$ cat config.mk
export PLATFORM = sky130hd
export DESIGN_NAME = ccr_charger_control_registers
export DESIGN_NICKNAME = d
export VERILOG_FILES = /design/src/ccr_pkg.sv /design/src/ccr_charger_control_registers.sv /design/src/ccr_sync2.sv
export SDC_FILE = /design/constraint.sdc
export NUM_CORES = 1
export LEC_CHECK = 0
export ABC_AREA = 1
export BUFFER_PORTS_ARGS = -buffer_cell sky130_fd_sc_hd__buf_4
export CORE_MARGIN = 2
export CORE_UTILIZATION = 45
export CTS_BUF_LIST = sky130_fd_sc_hd__clkbuf_2 sky130_fd_sc_hd__clkbuf_4 sky130_fd_sc_hd__clkbuf_8
export CTS_CLUSTER_DIAMETER = 200
export DETAILED_ROUTE_END_ITERATION = 12
export GPL_ROUTABILITY_DRIVEN = 0
export PLACE_DENSITY = 0.68
export SETUP_SLACK_MARGIN = 0.05
export SYNTH_ARGS = -nofsm -noshare
export SYNTH_HDL_FRONTEND = slang
export SYNTH_SLANG_ARGS = --single-unit
$ cat constraint.sdc
create_clock -name clk_sys -period 3.2 [get_ports clk_sys]
set_clock_uncertainty 0.2 [all_clocks]
set_input_delay 0.64 -clock clk_sys [delete_from_list [all_inputs] [get_ports clk_sys]]
set_output_delay 0.64 -clock clk_sys [all_outputs]
set_load 0.02 [all_outputs]
$ cat src/ccr_pkg.sv
// Constants for the charger control register pair
// Contract
// - Kick bit restarts watchdog, then self-clears
// - Boost enable overrides charge enable
// - Charge needs pin low and bit set
// - Three-bit code selects minimum system voltage
// - Select bit sets OTG battery fall threshold; rise fixed at 3000 mV
// - Bit selects boost limit 0.5 or 1.2 A
// - FET sizing follows boost enable, bit and input limit
// - Charge current 60 mA per step, reset 2040
// - Codes above 110010 clamp to 3000 mA
// - Zero charge current code disables charging
// - Boost enable resets to zero
// - Charge enable bit resets to one
// - Undefined register address gets NACK, idle
package ccr_pkg;
   // ----------------------------------------
   // Bus and register map
   // ----------------------------------------
   localparam logic [6:0] SLAVE_ADDR = 7'h6b;
   localparam logic [7:0] ADDR_CTRL_ONE = 8'h01;
   localparam logic [7:0] ADDR_CTRL_TWO = 8'h02;
   localparam logic [7:0] CTRL_ONE_RESET = 8'h1a;
   localparam logic [7:0] CTRL_TWO_RESET = 8'ha2;
   // Fields watchdog expiry restores (1 = restored)
   localparam logic [7:0] CTRL_ONE_WD_MASK = 8'h70;
   localparam logic [7:0] CTRL_TWO_WD_MASK = 8'hbf;
   // ----------------------------------------
   // Field positions
   // ----------------------------------------
   localparam int PULSE_SKIP_BIT = 7;
   localparam int KICK_BIT = 6;
   localparam int BOOST_EN_BIT = 5;
   localparam int CHARGE_EN_BIT = 4;
   localparam int MIN_SYSTEM_VOLTAGE_LSB = 1;
   localparam int OTG_BAT_SEL_BIT = 0;
   localparam int BOOST_CURRENT_LIMIT_BIT = 7;
   localparam int FET_FULL_BIT = 6;
   localparam int FAST_CHARGE_CURRENT_LSB = 0;
   // ----------------------------------------
   // Analog setting values
   // ----------------------------------------
   localparam int MV_W = 12;
   localparam logic [5:0] FAST_CHARGE_CURRENT_CLAMP_CODE = 6'h32;
   localparam logic [11:0] FAST_CHARGE_CURRENT_STEP_MA = 12'h03c;
   localparam logic [11:0] ILIM_STEP_MA = 12'h064;
   localparam logic [11:0] FET_SWITCH_MA = 12'h2bc;
   localparam logic [11:0] BOOST_LO_MA = 12'h1f4;
   localparam logic [11:0] BOOST_HI_MA = 12'h4b0;
   localparam logic [11:0] OTG_FALL_HI_MV = 12'haf0;
   localparam logic [11:0] OTG_FALL_LO_MV = 12'h9c4;
   localparam logic [11:0] OTG_RISE_MV = 12'hbb8;
   localparam logic [11:0] MIN_SYSTEM_VOLTAGE_BASE_MV = 12'ha28;
endpackage : ccr_pkg

$ cat src/ccr_charger_control_registers.sv
// I2C-reached charger control registers and their decoded settings
`timescale 1ns/10ps
module ccr_charger_control_registers #(
   parameter logic [6:0] SLAVE_ADDR = ccr_pkg::SLAVE_ADDR
) (
   input wire logic clk_sys,
   input wire logic sys_rst,
   input wire logic sclIn,
   input wire logic sdaIn,
   output logic sdaOut,
   output logic sdaOe,
   input wire logic chargeEnablePinN,
   input wire logic watchdogExpired,
   input wire logic registerReset,
   input wire logic [4:0] inputCurrentLimit,
   output logic watchdogKick,
   output logic pulseSkipDisable,
   output logic boostActive,
   output logic chargeActive,
   output logic [ccr_pkg::MV_W-1:0] minSystemMv,
   output logic [ccr_pkg::MV_W-1:0] otgBatFallMv,
   output logic [ccr_pkg::MV_W-1:0] otgBatRiseMv,
   output logic [ccr_pkg::MV_W-1:0] boostLimitMa,
   output logic lowRdsFet,
   output logic [ccr_pkg::MV_W-1:0] chargeCurrentMa
);
   import ccr_pkg::*;

   typedef enum logic [2:0] {
      S_IDLE, S_ADDR, S_REG, S_WDATA, S_RDATA, S_ACKOUT, S_ACKIN
   } ccr_state_e;

   // ----------------------------------------
   // Functions
   // ----------------------------------------
   function automatic logic isDefined(input logic [7:0] addr);
      isDefined = (addr == ADDR_CTRL_ONE) || (addr == ADDR_CTRL_TWO);
   endfunction : isDefined

   function automatic logic [11:0] sysMinMv(input logic [2:0] code);
      logic [11:0] mv;
      mv = MIN_SYSTEM_VOLTAGE_BASE_MV;
      unique case (code)
         3'h0: mv = MIN_SYSTEM_VOLTAGE_BASE_MV;
         3'h1: mv = 12'haf0;
         3'h2: mv = 12'hbb8;
         3'h3: mv = 12'hc80;
         3'h4: mv = 12'hd48;
         3'h5: mv = 12'hdac;
         3'h6: mv = 12'he10;
         3'h7: mv = 12'he74;
      endcase
      sysMinMv = mv;
   endfunction : sysMinMv

   // ----------------------------------------
   // Pin synchronisation and edges
   // ----------------------------------------
   logic [2:0] pinSync;
   logic sclS, sdaS, cePinS;
   logic sclPrev_reg, sdaPrev_reg;

   ccr_sync2 #(.WIDTH(3), .INIT(3'h7)) pinSyncInst (
      .clk_sys(clk_sys),
      .sys_rst(sys_rst),
      .asyncIn({chargeEnablePinN, sdaIn, sclIn}),
      .syncOut(pinSync)
   );
   assign sclS = pinSync[0];
   assign sdaS = pinSync[1];
   assign cePinS = pinSync[2];

   always_ff @(posedge clk_sys) begin
      if (sys_rst) begin
         sclPrev_reg <= 1'b1;
         sdaPrev_reg <= 1'b1;
      end else begin
         sclPrev_reg <= sclS;
         sdaPrev_reg <= sdaS;
      end
   end

   logic sclRise, sclFall, startSeen, stopSeen;
   assign sclRise = sclS & ~sclPrev_reg;
   assign sclFall = ~sclS & sclPrev_reg;
   assign startSeen = sclS & sclPrev_reg & sdaPrev_reg & ~sdaS;
   assign stopSeen = sclS & sclPrev_reg & ~sdaPrev_reg & sdaS;

   // ----------------------------------------
   // Serial protocol engine
   // ----------------------------------------
   ccr_state_e state_reg, after_reg;
   logic [2:0] bitCnt_reg;
   logic [7:0] rxShift_reg, txShift_reg, ptr_reg;
   logic ackGood_reg, ackStep_reg, hostAck_reg;
   logic [7:0] ctrlOne_reg, ctrlTwo_reg;
   logic [7:0] rxByte, readData;
   logic byteDone, wrEn;

   assign rxByte = {rxShift_reg[6:0], sdaS};
   assign byteDone = sclRise && (bitCnt_reg == 3'h7);
   assign readData = (ptr_reg == ADDR_CTRL_ONE) ? ctrlOne_reg :
                     (ptr_reg == ADDR_CTRL_TWO) ? ctrlTwo_reg : 8'h00;
   assign wrEn = (state_reg == S_WDATA) && byteDone && isDefined(ptr_reg);
   assign sdaOut = 1'b0;

   always_ff @(posedge clk_sys) begin
      if (sys_rst) begin
         state_reg <= S_IDLE;
         after_reg <= S_IDLE;
         bitCnt_reg <= 3'h0;
         rxShift_reg <= 8'h00;
         txShift_reg <= 8'h00;
         ptr_reg <= 8'h00;
         ackGood_reg <= 1'b0;
         ackStep_reg <= 1'b0;
         hostAck_reg <= 1'b0;
         sdaOe <= 1'b0;
      end else if (stopSeen) begin
         state_reg <= S_IDLE;
         sdaOe <= 1'b0;
      end else if (startSeen) begin
         state_reg <= S_ADDR;
         bitCnt_reg <= 3'h0;
         sdaOe <= 1'b0;
      end else begin
         if (sclRise) begin
            rxShift_reg <= rxByte;
         end
         unique case (state_reg)
            S_IDLE: begin
               sdaOe <= 1'b0;
            end
            S_ADDR, S_REG, S_WDATA: begin
               if (sclRise) begin
                  bitCnt_reg <= bitCnt_reg + 3'h1;
               end
               if (byteDone) begin
                  state_reg <= S_ACKOUT;
                  ackStep_reg <= 1'b0;
                  if (state_reg == S_ADDR) begin
                     ackGood_reg <= (rxByte[7:1] == SLAVE_ADDR);
                     after_reg <= rxByte[0] ? S_RDATA : S_REG;
                  end else if (state_reg == S_REG) begin
                     ptr_reg <= rxByte;
                     ackGood_reg <= isDefined(rxByte);
                     after_reg <= S_WDATA;
                  end else begin
                     ackGood_reg <= isDefined(ptr_reg);
                     ptr_reg <= ptr_reg + 8'h01;
                     after_reg <= S_WDATA;
                  end
               end
            end
            S_ACKOUT: begin
               if (sclFall && !ackStep_reg) begin
                  sdaOe <= ackGood_reg;
                  ackStep_reg <= 1'b1;
               end else if (sclFall) begin
                  bitCnt_reg <= 3'h0;
                  if (!ackGood_reg) begin
                     sdaOe <= 1'b0;
                     state_reg <= S_IDLE;
                  end else if (after_reg == S_RDATA) begin
                     txShift_reg <= readData;
                     sdaOe <= ~readData[7];
                     state_reg <= S_RDATA;
                  end else begin
                     sdaOe <= 1'b0;
                     state_reg <= after_reg;
                  end
               end
            end
            S_RDATA: begin
               if (sclFall) begin
                  sdaOe <= ~txShift_reg[6];
                  txShift_reg <= {txShift_reg[6:0], 1'b0};
               end
               if (sclRise) begin
                  bitCnt_reg <= bitCnt_reg + 3'h1;
                  if (bitCnt_reg == 3'h7) begin
                     state_reg <= S_ACKIN;
                     ackStep_reg <= 1'b0;
                  end
               end
            end
            S_ACKIN: begin
               if (sclFall && !ackStep_reg) begin
                  sdaOe <= 1'b0;
                  ackStep_reg <= 1'b1;
               end else if (sclRise && ackStep_reg) begin
                  hostAck_reg <= ~sdaS;
                  if (!sdaS) begin
                     ptr_reg <= ptr_reg + 8'h01;
                  end
               end else if (sclFall) begin
                  bitCnt_reg <= 3'h0;
                  if (hostAck_reg) begin
                     txShift_reg <= readData;
                     sdaOe <= ~readData[7];
                     state_reg <= S_RDATA;
                  end else begin
                     state_reg <= S_IDLE;
                  end
               end
            end
         endcase
      end
   end

   // ----------------------------------------
   // Register bank
   // ----------------------------------------
   logic [7:0] oneWrite, twoWrite, oneNext, twoNext;
   assign oneWrite = (wrEn && ptr_reg == ADDR_CTRL_ONE) ? rxByte : ctrlOne_reg;
   assign twoWrite = (wrEn && ptr_reg == ADDR_CTRL_TWO) ? rxByte : ctrlTwo_reg;
   assign oneNext = registerReset ? CTRL_ONE_RESET :
                    watchdogExpired ?
                    ((oneWrite & ~CTRL_ONE_WD_MASK) | (CTRL_ONE_RESET & CTRL_ONE_WD_MASK)) :
                    oneWrite;
   assign twoNext = registerReset ? CTRL_TWO_RESET :
                    watchdogExpired ?
                    ((twoWrite & ~CTRL_TWO_WD_MASK) | (CTRL_TWO_RESET & CTRL_TWO_WD_MASK)) :
                    twoWrite;

   logic kickWritten;
   assign kickWritten = wrEn && (ptr_reg == ADDR_CTRL_ONE) && rxByte[KICK_BIT];

   always_ff @(posedge clk_sys) begin
      if (sys_rst) begin
         ctrlOne_reg <= CTRL_ONE_RESET;
         ctrlTwo_reg <= CTRL_TWO_RESET;
         watchdogKick <= 1'b0;
      end else begin
         // Kick bit set by a write, cleared by hardware the next cycle
         ctrlOne_reg <= kickWritten ? (oneNext | 8'h40) : (oneNext & 8'hbf);
         ctrlTwo_reg <= twoNext;
         watchdogKick <= kickWritten;
      end
   end

   // ----------------------------------------
   // Decoded settings
   // ----------------------------------------
   logic [5:0] ichgCode, ichgEff;
   logic [11:0] ilimMa, chgMaNext;
   logic boostEn, chargeNext, lowRdsNext;
   assign ichgCode = ctrlTwo_reg[FAST_CHARGE_CURRENT_LSB+5:FAST_CHARGE_CURRENT_LSB];
   assign ichgEff = (ichgCode > FAST_CHARGE_CURRENT_CLAMP_CODE) ? FAST_CHARGE_CURRENT_CLAMP_CODE : ichgCode;
   assign chgMaNext = 12'({6'h00, ichgEff} * FAST_CHARGE_CURRENT_STEP_MA);
   assign ilimMa = 12'(({7'h00, inputCurrentLimit} + 12'h001) * ILIM_STEP_MA);
   assign boostEn = ctrlOne_reg[BOOST_EN_BIT];
   assign chargeNext = !boostEn && ctrlOne_reg[CHARGE_EN_BIT] && !cePinS
                       && (ichgCode != 6'h00);
   assign lowRdsNext = boostEn || ctrlTwo_reg[FET_FULL_BIT]
                       || (ilimMa >= FET_SWITCH_MA);

   always_ff @(posedge clk_sys) begin
      if (sys_rst) begin
         pulseSkipDisable <= 1'b0;
         boostActive <= 1'b0;
         chargeActive <= 1'b0;
         minSystemMv <= MIN_SYSTEM_VOLTAGE_BASE_MV;
         otgBatFallMv <= OTG_FALL_HI_MV;
         otgBatRiseMv <= OTG_RISE_MV;
         boostLimitMa <= BOOST_HI_MA;
         lowRdsFet <= 1'b0;
         chargeCurrentMa <= 12'h000;
      end else begin
         pulseSkipDisable <= ctrlOne_reg[PULSE_SKIP_BIT];
         boostActive <= boostEn;
         chargeActive <= chargeNext;
         minSystemMv <= sysMinMv(ctrlOne_reg[MIN_SYSTEM_VOLTAGE_LSB+2:MIN_SYSTEM_VOLTAGE_LSB]);
         otgBatFallMv <= ctrlOne_reg[OTG_BAT_SEL_BIT] ? OTG_FALL_LO_MV : OTG_FALL_HI_MV;
         otgBatRiseMv <= OTG_RISE_MV;
         boostLimitMa <= ctrlTwo_reg[BOOST_CURRENT_LIMIT_BIT] ? BOOST_HI_MA : BOOST_LO_MA;
         lowRdsFet <= lowRdsNext;
         chargeCurrentMa <= chgMaNext;
      end
   end
endmodule : ccr_charger_control_registers

$ cat src/ccr_sync2.sv
// Two-stage synchroniser for asynchronous pin inputs
`timescale 1ns/10ps
module ccr_sync2 #(
   parameter int WIDTH = 1,
   parameter logic [WIDTH-1:0] INIT = '1
) (
   input wire logic clk_sys,
   input wire logic sys_rst,
   input wire logic [WIDTH-1:0] asyncIn,
   output logic [WIDTH-1:0] syncOut
);
   logic [WIDTH-1:0] stageOne_reg;

   always_ff @(posedge clk_sys) begin
      if (sys_rst) begin
         stageOne_reg <= INIT;
         syncOut <= INIT;
      end else begin
         stageOne_reg <= asyncIn;
         syncOut <= stageOne_reg;
      end
   end
endmodule : ccr_sync2

==> results of run 1 <==
==> worst max-delay path by stage <==
stage / depth (start not counted) / slack (ns) / end / start
2_1_floorplan: 15 / 0.07 / lowRdsFet / inputCurrentLimit[0]
3_3_place_gp: 19 / -0.12 / lowRdsFet / inputCurrentLimit[0]
3_5_place_dp: 20 / -0.28 / lowRdsFet / inputCurrentLimit[0]
4_1_cts: 16 / 0.03 / chargeCurrentMa[10] / ctrlTwo_reg[2]
5_1_grt: 16 / -0.14 / chargeCurrentMa[10] / ctrlTwo_reg[3]
6_report: 16 / -0.04 / chargeCurrentMa[10] / ctrlTwo_reg[3]
==> through the flow <==
stage | instances | utilization | setup slack, ns | hold WS, ns
final | 981 | 0.551 | -0.0444 | 0.226
after global routing | 981 | 0.551 | -0.139 | 0.245
after CTS | 975 | 0.533 | 0.0342 | 0.228
after detailed placement | 959 | 0.514 | -0.284 | 0.198
after global placement | 959 | 0.514 | -0.118 | 0.196
after floorplan | 793 | - | 0.0668 | 0.189
==> repair_timing <==
item / in CTS / in global routing
endpoints found under the setup margin: 5 / 7
hold buffers: 0 / 0
resized for setup: 17 / 47
hold endpoints to repair: 0 / 0
buffers inserted: 0 / 7
pin swaps: 1 / 12
==> cell families (layout without fill, tap and decap cells) <==
logic type	Yosys count	after routing	share of synthesized area
buf+inv	168	213	0.149
simple gates	342	342	0.278
flops	86	86	0.321
fa+ha+maj	49	49	0.128
other cells	2	33	0.00140
compound gates	105	105	0.106
xor+xnor	10	10	0.0163
==> where the power goes <==
group	switching, mW	internal [mW]	total [mW]
Combinational	0.589	0.329	0.918
Clock	0.435	0.292	0.727
Sequential	0.0679	1.15	1.22
Total	1.09	1.77	2.86
==> placed cells by master, fill, tap and decap left out, types with 3 or more instances in the layout <==
cell / count
o21ai_2: 4
nand3b_1: 3
clkbuf_8: 9
ha_1: 28
a21oi_2: 5
nor3_1: 11
or2_2: 7
nor2_4: 5
nand2_1: 148
o211ai_1: 8
buf_6: 3
fa_1: 9
buf_4: 81
ha_2: 3
o21ai_0: 36
nor2_1: 82
inv_1: 98
inv_6: 3
inv_2: 13
conb_1: 33
nand4_1: 9
dfxtp_2: 4
dfxtp_1: 82
a21oi_1: 36
nand3_2: 4
o21ai_1: 8
nand3_1: 45
nand2_2: 13
nor2_2: 8
xor2_1: 8
ha_4: 8
==> routing by layer <==
| layer | vias to the layer above | track usage | share of wire |
|---|---|---|---|
| met5 | - | 0 | 0 |
| met4 | 0 | 0.0545 | 0.019 |
| met3 | 25 | 0.0423 | 0.054 |
| met2 | 143 | 0.344 | 0.49 |
| met1 | 2262 | 0.239 | 0.44 |
| li1 | 2478 | - | - |
==> worst max-delay path, cell delays in order (launching register included) <==
cell	delay, ns
dfxtp_2	0.35
nor2_2	0.04
nand2_1	0.08
nand3_2	0.10
inv_4	0.10
nor2_4	0.04
buf_6	0.11
fa_1	0.56
inv_2	0.06
fa_1	0.59
inv_2	0.05
fa_2	0.40
inv_2	0.08
nand4_1	0.11
nand3_2	0.13
buf_6	0.10
a21oi_2	0.04
==> cell type report <==
class	count	area (um^2)	area share
Tap cell	143	179	0.0282
Clock inverter	7	56.3	0.00887
Sequential cell	86	1730	0.272
Multi-Input combinational cell	539	3190	0.503
Clock buffer	9	124	0.0195
Timing Repair Buffer	84	642	0.101
Inverter	113	427	0.0672
==> summary.md, run 1 <==
| Metric | Value |
|---|---|
| Status | finished, violations left |
| Failing checks | DRC, setup timing |
| Most frequent cell after synthesis | nand2_1 |
| Hold Startpoint | pinSyncInst.stageOne_reg[1] |
| Top cells by count, synth | 154 x nand2_1, 108 x inv_1, 89 x nor2_1, 86 x dfxtp_1, 49 x nand3_1 |
| Post-synth top area share | 0.321 |
| IO buf count | 45 |
| Total Wirelength | 12600 um |
| R2r worst-path depth | 16 |
| Worst reg-to-reg setup slack | -0.04 ns |
| Detailed placer's ending HPWL | 9220 um |
| H-tree depth | 3 |
| Reg-to-reg endpoint | chargeCurrentMa[10] |
| Final worst-path cycle share | 1.01 |
| DRC errors left | 5 |
| Root Buffer | clkbuf_8 |
| Syn_area_per_cell | 7.05 um^2 |
| Yosys reg bits | 86 |
| Iteration-0 DRC Markers | about 310 |
| Max reg flops | 10 |
| Worst EP arrival | roughly 3.3 ns |
| Rows | 39 |
| Hold path endpoint | pinSyncInst.syncOut[1] |
| Pwr Density | between 400 and 500 nW/um^2 |
| # diodes | 0 |
| RSZ-0062 raised after global routing | yes |
| Initial Utilization | 0.466 |
| CTS tree | done |
| Setup TNS | -0.0444 ns |
| CP max FO | 2 |
| Mapped Area | between 5000 and 6000 um^2 |
| Largest reg by FF count | chargeCurrentMa |
| Largest net degree at the start of global routing | 32 |
| Global-route wire length before repair | 20700 um |
| Slew Limit Fails | 0 |
| CTS Buffer Depth | 2 |
| Yosys cell types | 38 |
| Ports | 79 |
| Area after DPL | between 5000 and 6000 um^2 |
| Hold Crit Depth | 1 |
| Layout net count | 894 |
| TritonCTS Sinks | between 80 and 90 |
| Fin. Hold Viols | 0 |
| Required time of the critical path | around 3.3 ns |
| Final non-filler cell area | ~6300 um^2 |
| DR vias | 4908 |
| Worst-skew pair later-pin latency | 0.37 ns |
| Final setup violation count | 1 |
| Tightest Hold Check Type | reg2reg |
| Max-Cap Viols | 0 |
| Total GRT Usage | 0.195 |
| F_max | 308 MHz |
| CTS buffer count | 9 |
| Total power draw | between 2 and 3 mW |
| DIE AREA | 12800 um^2 |
| Clock transition at the registers of the reported paths | 0.10 ns |
| CP Launch Type | flop |
| Post-synth top flop | dfxtp_1 |
| Core footprint | 11500 um^2 |
| RR Startpoint | ctrlTwo_reg[3] |
| Ys Warns | 0 |
| Leakage power | between 3 and 4 nW |
| Layout cells sized above 1 | 0.221 |
| Synth top area cells | dfxtp_1 32%, nand2_1 11%, ha_1 9.1% |
| Worst-Margin Slew | 0.498 ns |
| Sequential share of the synthesized area | 0.321 |
| Avg WL per Cell | between 10 and 15 um |
| Vias in the first global route | around 4700 |
| Asr flop ratio synth | 0 |
| Setup ws final | -0.0444 ns |
| Overflow left after global routing | 0 |
| Synth area leader | dfxtp_1 |
| Vias/cell | 5.00 |
| Crit end category | flop |
| Antenna viol nets, final | 0 |
| Type of the setup path with the least slack | reg2reg |
| Slew headroom | 0.664 |
| # fillers | 1090 |
| Top Registers | chargeCurrentMa (10), minSystemMv (9) |
| EDFF count, synth | 0 |
| Max VDD drop | 0.245 mV |
| Die Ht | 113 um |
| Fin crit period | roughly 3.2 ns |
| Area growth from synthesis to layout | 18.2% |
| DRT Pass-1 Iters | 9 |
| DIE WIDTH | 113 um |
| Synth Instances | roughly 760 |
| Initial antenna violation count | 0 |
(Power assumes the default switching activity.)
==> run 2, diff against run 1 <==
--- a/config.mk
+++ b/config.mk
@@ -14,7 +14,6 @@
 export DETAILED_ROUTE_END_ITERATION = 12
 export GPL_ROUTABILITY_DRIVEN = 0
 export PLACE_DENSITY = 0.68
-export SETUP_SLACK_MARGIN = 0.05
 export SYNTH_ARGS = -nofsm -noshare
 export SYNTH_HDL_FRONTEND = slang
 export SYNTH_SLANG_ARGS = --single-unit
==> summary.md, run 2 (synthesized netlist as in run 1, its figures left out) <==
| Metric | Value |
|---|---|
| Status | finished, violations left |
| Failing checks | DRC |
| RSZ-0062 raised after global routing | yes |
| CTS buffer count | 9 |
| Detailed placer's ending HPWL | 8900 um |
| Final setup violation count | 0 |
| Most frequent cells in the layout | 150 x nand2_1, 102 x inv_1, 86 x nor2_1, 83 x dfxtp_1, 80 x buf_4 |
| DIE AREA | 12800 um^2 |
| Layout Cells excl Fill | 978 |
| Antenna viol nets, final | 0 |
| Slew headroom | 0.668 |
| Largest net degree at the start of global routing | 39 |
| Slew Limit Fails | 0 |
| Area after DPL | 5900 um^2 |
| Final worst-path cycle share | 0.999 |
| Layout cells sized above 1 | 0.182 |
| CP Launch Type | flop |
| Initial antenna violation count | 0 |
| Tightest Hold Check Type | reg2reg |
| F_max | 313 MHz |
| Sw Ratio | 0.348 |
| Clock power frac | 0.294 |
| Combinational Power Share | 0.295 |
| Sequential Power Share | 0.411 |
| DIE WIDTH | 113 um |
| CP max FO | 3 |
| Fin crit period | 3.20 ns |
| Final non-filler cell area | 6250 um^2 |
| DRC errors left | 3 |
| Worst-Margin Slew | 0.497 ns |
| Clock transition at the registers of the reported paths | 0.09 ns |
| Hold Buf Count CTS | 0 |
| # fillers | 1077 |
| Iteration-0 DRC Markers | 349 |
| Ports | slightly below 80 |
| Largest reg by FF count | chargeCurrentMa |
| Avg WL per Cell | around 12 um |
| P_int | 1.93 mW |
| Root Buffer | clkbuf_8 |
| Crit end category | flop |
| Initial Utilization | 0.466 |
| Total Wirelength | about 12000 um |
| Total GRT Usage | 0.191 |
| Vias in the first global route | 4402 |
| NetSw | 1.03 mW |
| Post-layout util | 0.542 |
| DRT Pass-1 Iters | 11 |
| Vias/cell | about 5 |
| Overflow left after global routing | 0 |
| Setup ws final | about 0.0031 ns |
| Layout net count | 891 |
| DR vias | about 4800 |
| Area growth from synthesis to layout | 16.4% |
| Die Ht | 113 um |
| Max VDD drop | 0.235 mV |
| Worst EP arrival | 3.30 ns |
| Commonest non-fill, non-tap cell in the layout | nand2_1 |
| Max reg flops | 10 |
| CTS Buffer Depth | 2 |
| Setup TNS | 0 ns |
| Global-route wire length before repair | 20200 um |
| Fin. Hold Viols | 0 |
| CTS tree | done |
| Required time of the critical path | 3.30 ns |
| Pre-CTS worst setup slack | -0.308 ns |
| Rows | 39 |
| Pwr Density | roughly 470 nW/um^2 |
| # diodes | 0 |
| Worst-skew pair later-pin latency | ~0.37 ns |
| Top Registers | chargeCurrentMa (10), minSystemMv (9) |
| Leakage power | 3.12 nW |
| IO buf count | 45 |
| TritonCTS Sinks | between 80 and 90 |
| H-tree depth | 3 |
| Cell total after placement | between 900 and 1000 |
| Type of the setup path with the least slack | reg2reg |
| Max-Cap Viols | 0 |
| Core footprint | 11500 um^2 |
==> run 2: stage by stage <==
| step | hold slack [ns] | power, mW |
|---|---|---|
| floorplan | 0.189 | 1.91 |
| global placement | 0.192 | 2.05 |
| detailed placement | 0.193 | 2.08 |
| CTS | 0.213 | 2.95 |
| global route | 0.230 | 3.14 |
| finish | 0.211 | 2.96 |
==> run 2: worst max-delay path, cell delays in order, from the launching register on <==
cell and delay, ns:
dfxtp_2 0.37, nor2_4 0.05, nand2_2 0.09, nand3_4 0.09, inv_4 0.09, nor2_4 0.04, buf_6 0.10, fa_1 0.56
inv_2 0.05, fa_1 0.56, inv_2 0.06, fa_2 0.39, inv_2 0.07, nand4_1 0.08, nand3_1 0.11, o21ai_1 0.08
a21oi_1 0.13
==> run 2: metal layers <==
metal	global-route usage	share of wire
met3	0.0300	0.053
met2	0.315	0.46
met1	0.255	0.47
met4	0.0667	0.015
met5	0	0
==> run 2: worst paths after layout <==
| kind | from | to | slack [ns] | cells past startpoint |
|---|---|---|---|---|
| hold / removal | pinSyncInst.stageOne_reg[0] | pinSyncInst.syncOut[0] | 0.21 | 1 |
| setup / recovery | ctrlTwo_reg[2] | chargeCurrentMa[10] | 0.003 | 16 |
| setup reg to reg | ctrlTwo_reg[2] | chargeCurrentMa[10] | 0.003 | 16 |
| hold reg to reg | pinSyncInst.stageOne_reg[0] | pinSyncInst.syncOut[0] | 0.21 | 1 |
==> run 2: final cells by class <==
type                    instances  area [um^2]  area share
multi-input cells             539         3080       0.493
clock inverters                 5         81.3      0.0130
repair buffers                 81          612      0.0979
well taps                     143          179      0.0286
flip-flops and latches         86         1730       0.276
clock buffers                  11          145      0.0232
inverters                     113          427      0.0683
==> run 2: power by group through the flow <==
stage          Sequential [mW]  Clock (mW)  Combinational, mW
2_1_floorplan             1.23           0              0.676
3_3_place_gp              1.23           0              0.811
3_5_place_dp              1.24           0              0.839
4_1_cts                   1.21       0.895              0.845
5_1_grt                   1.23       0.938              0.976
6_report                  1.22       0.870              0.871
==> run 2: timing repair <==
item                                    CTS  global route
endpoints found under the setup margin    4             7
endpoints found under the hold margin     0             0
buffers inserted                          0             1
pin swaps                                 1            10
resized for setup                         6            28
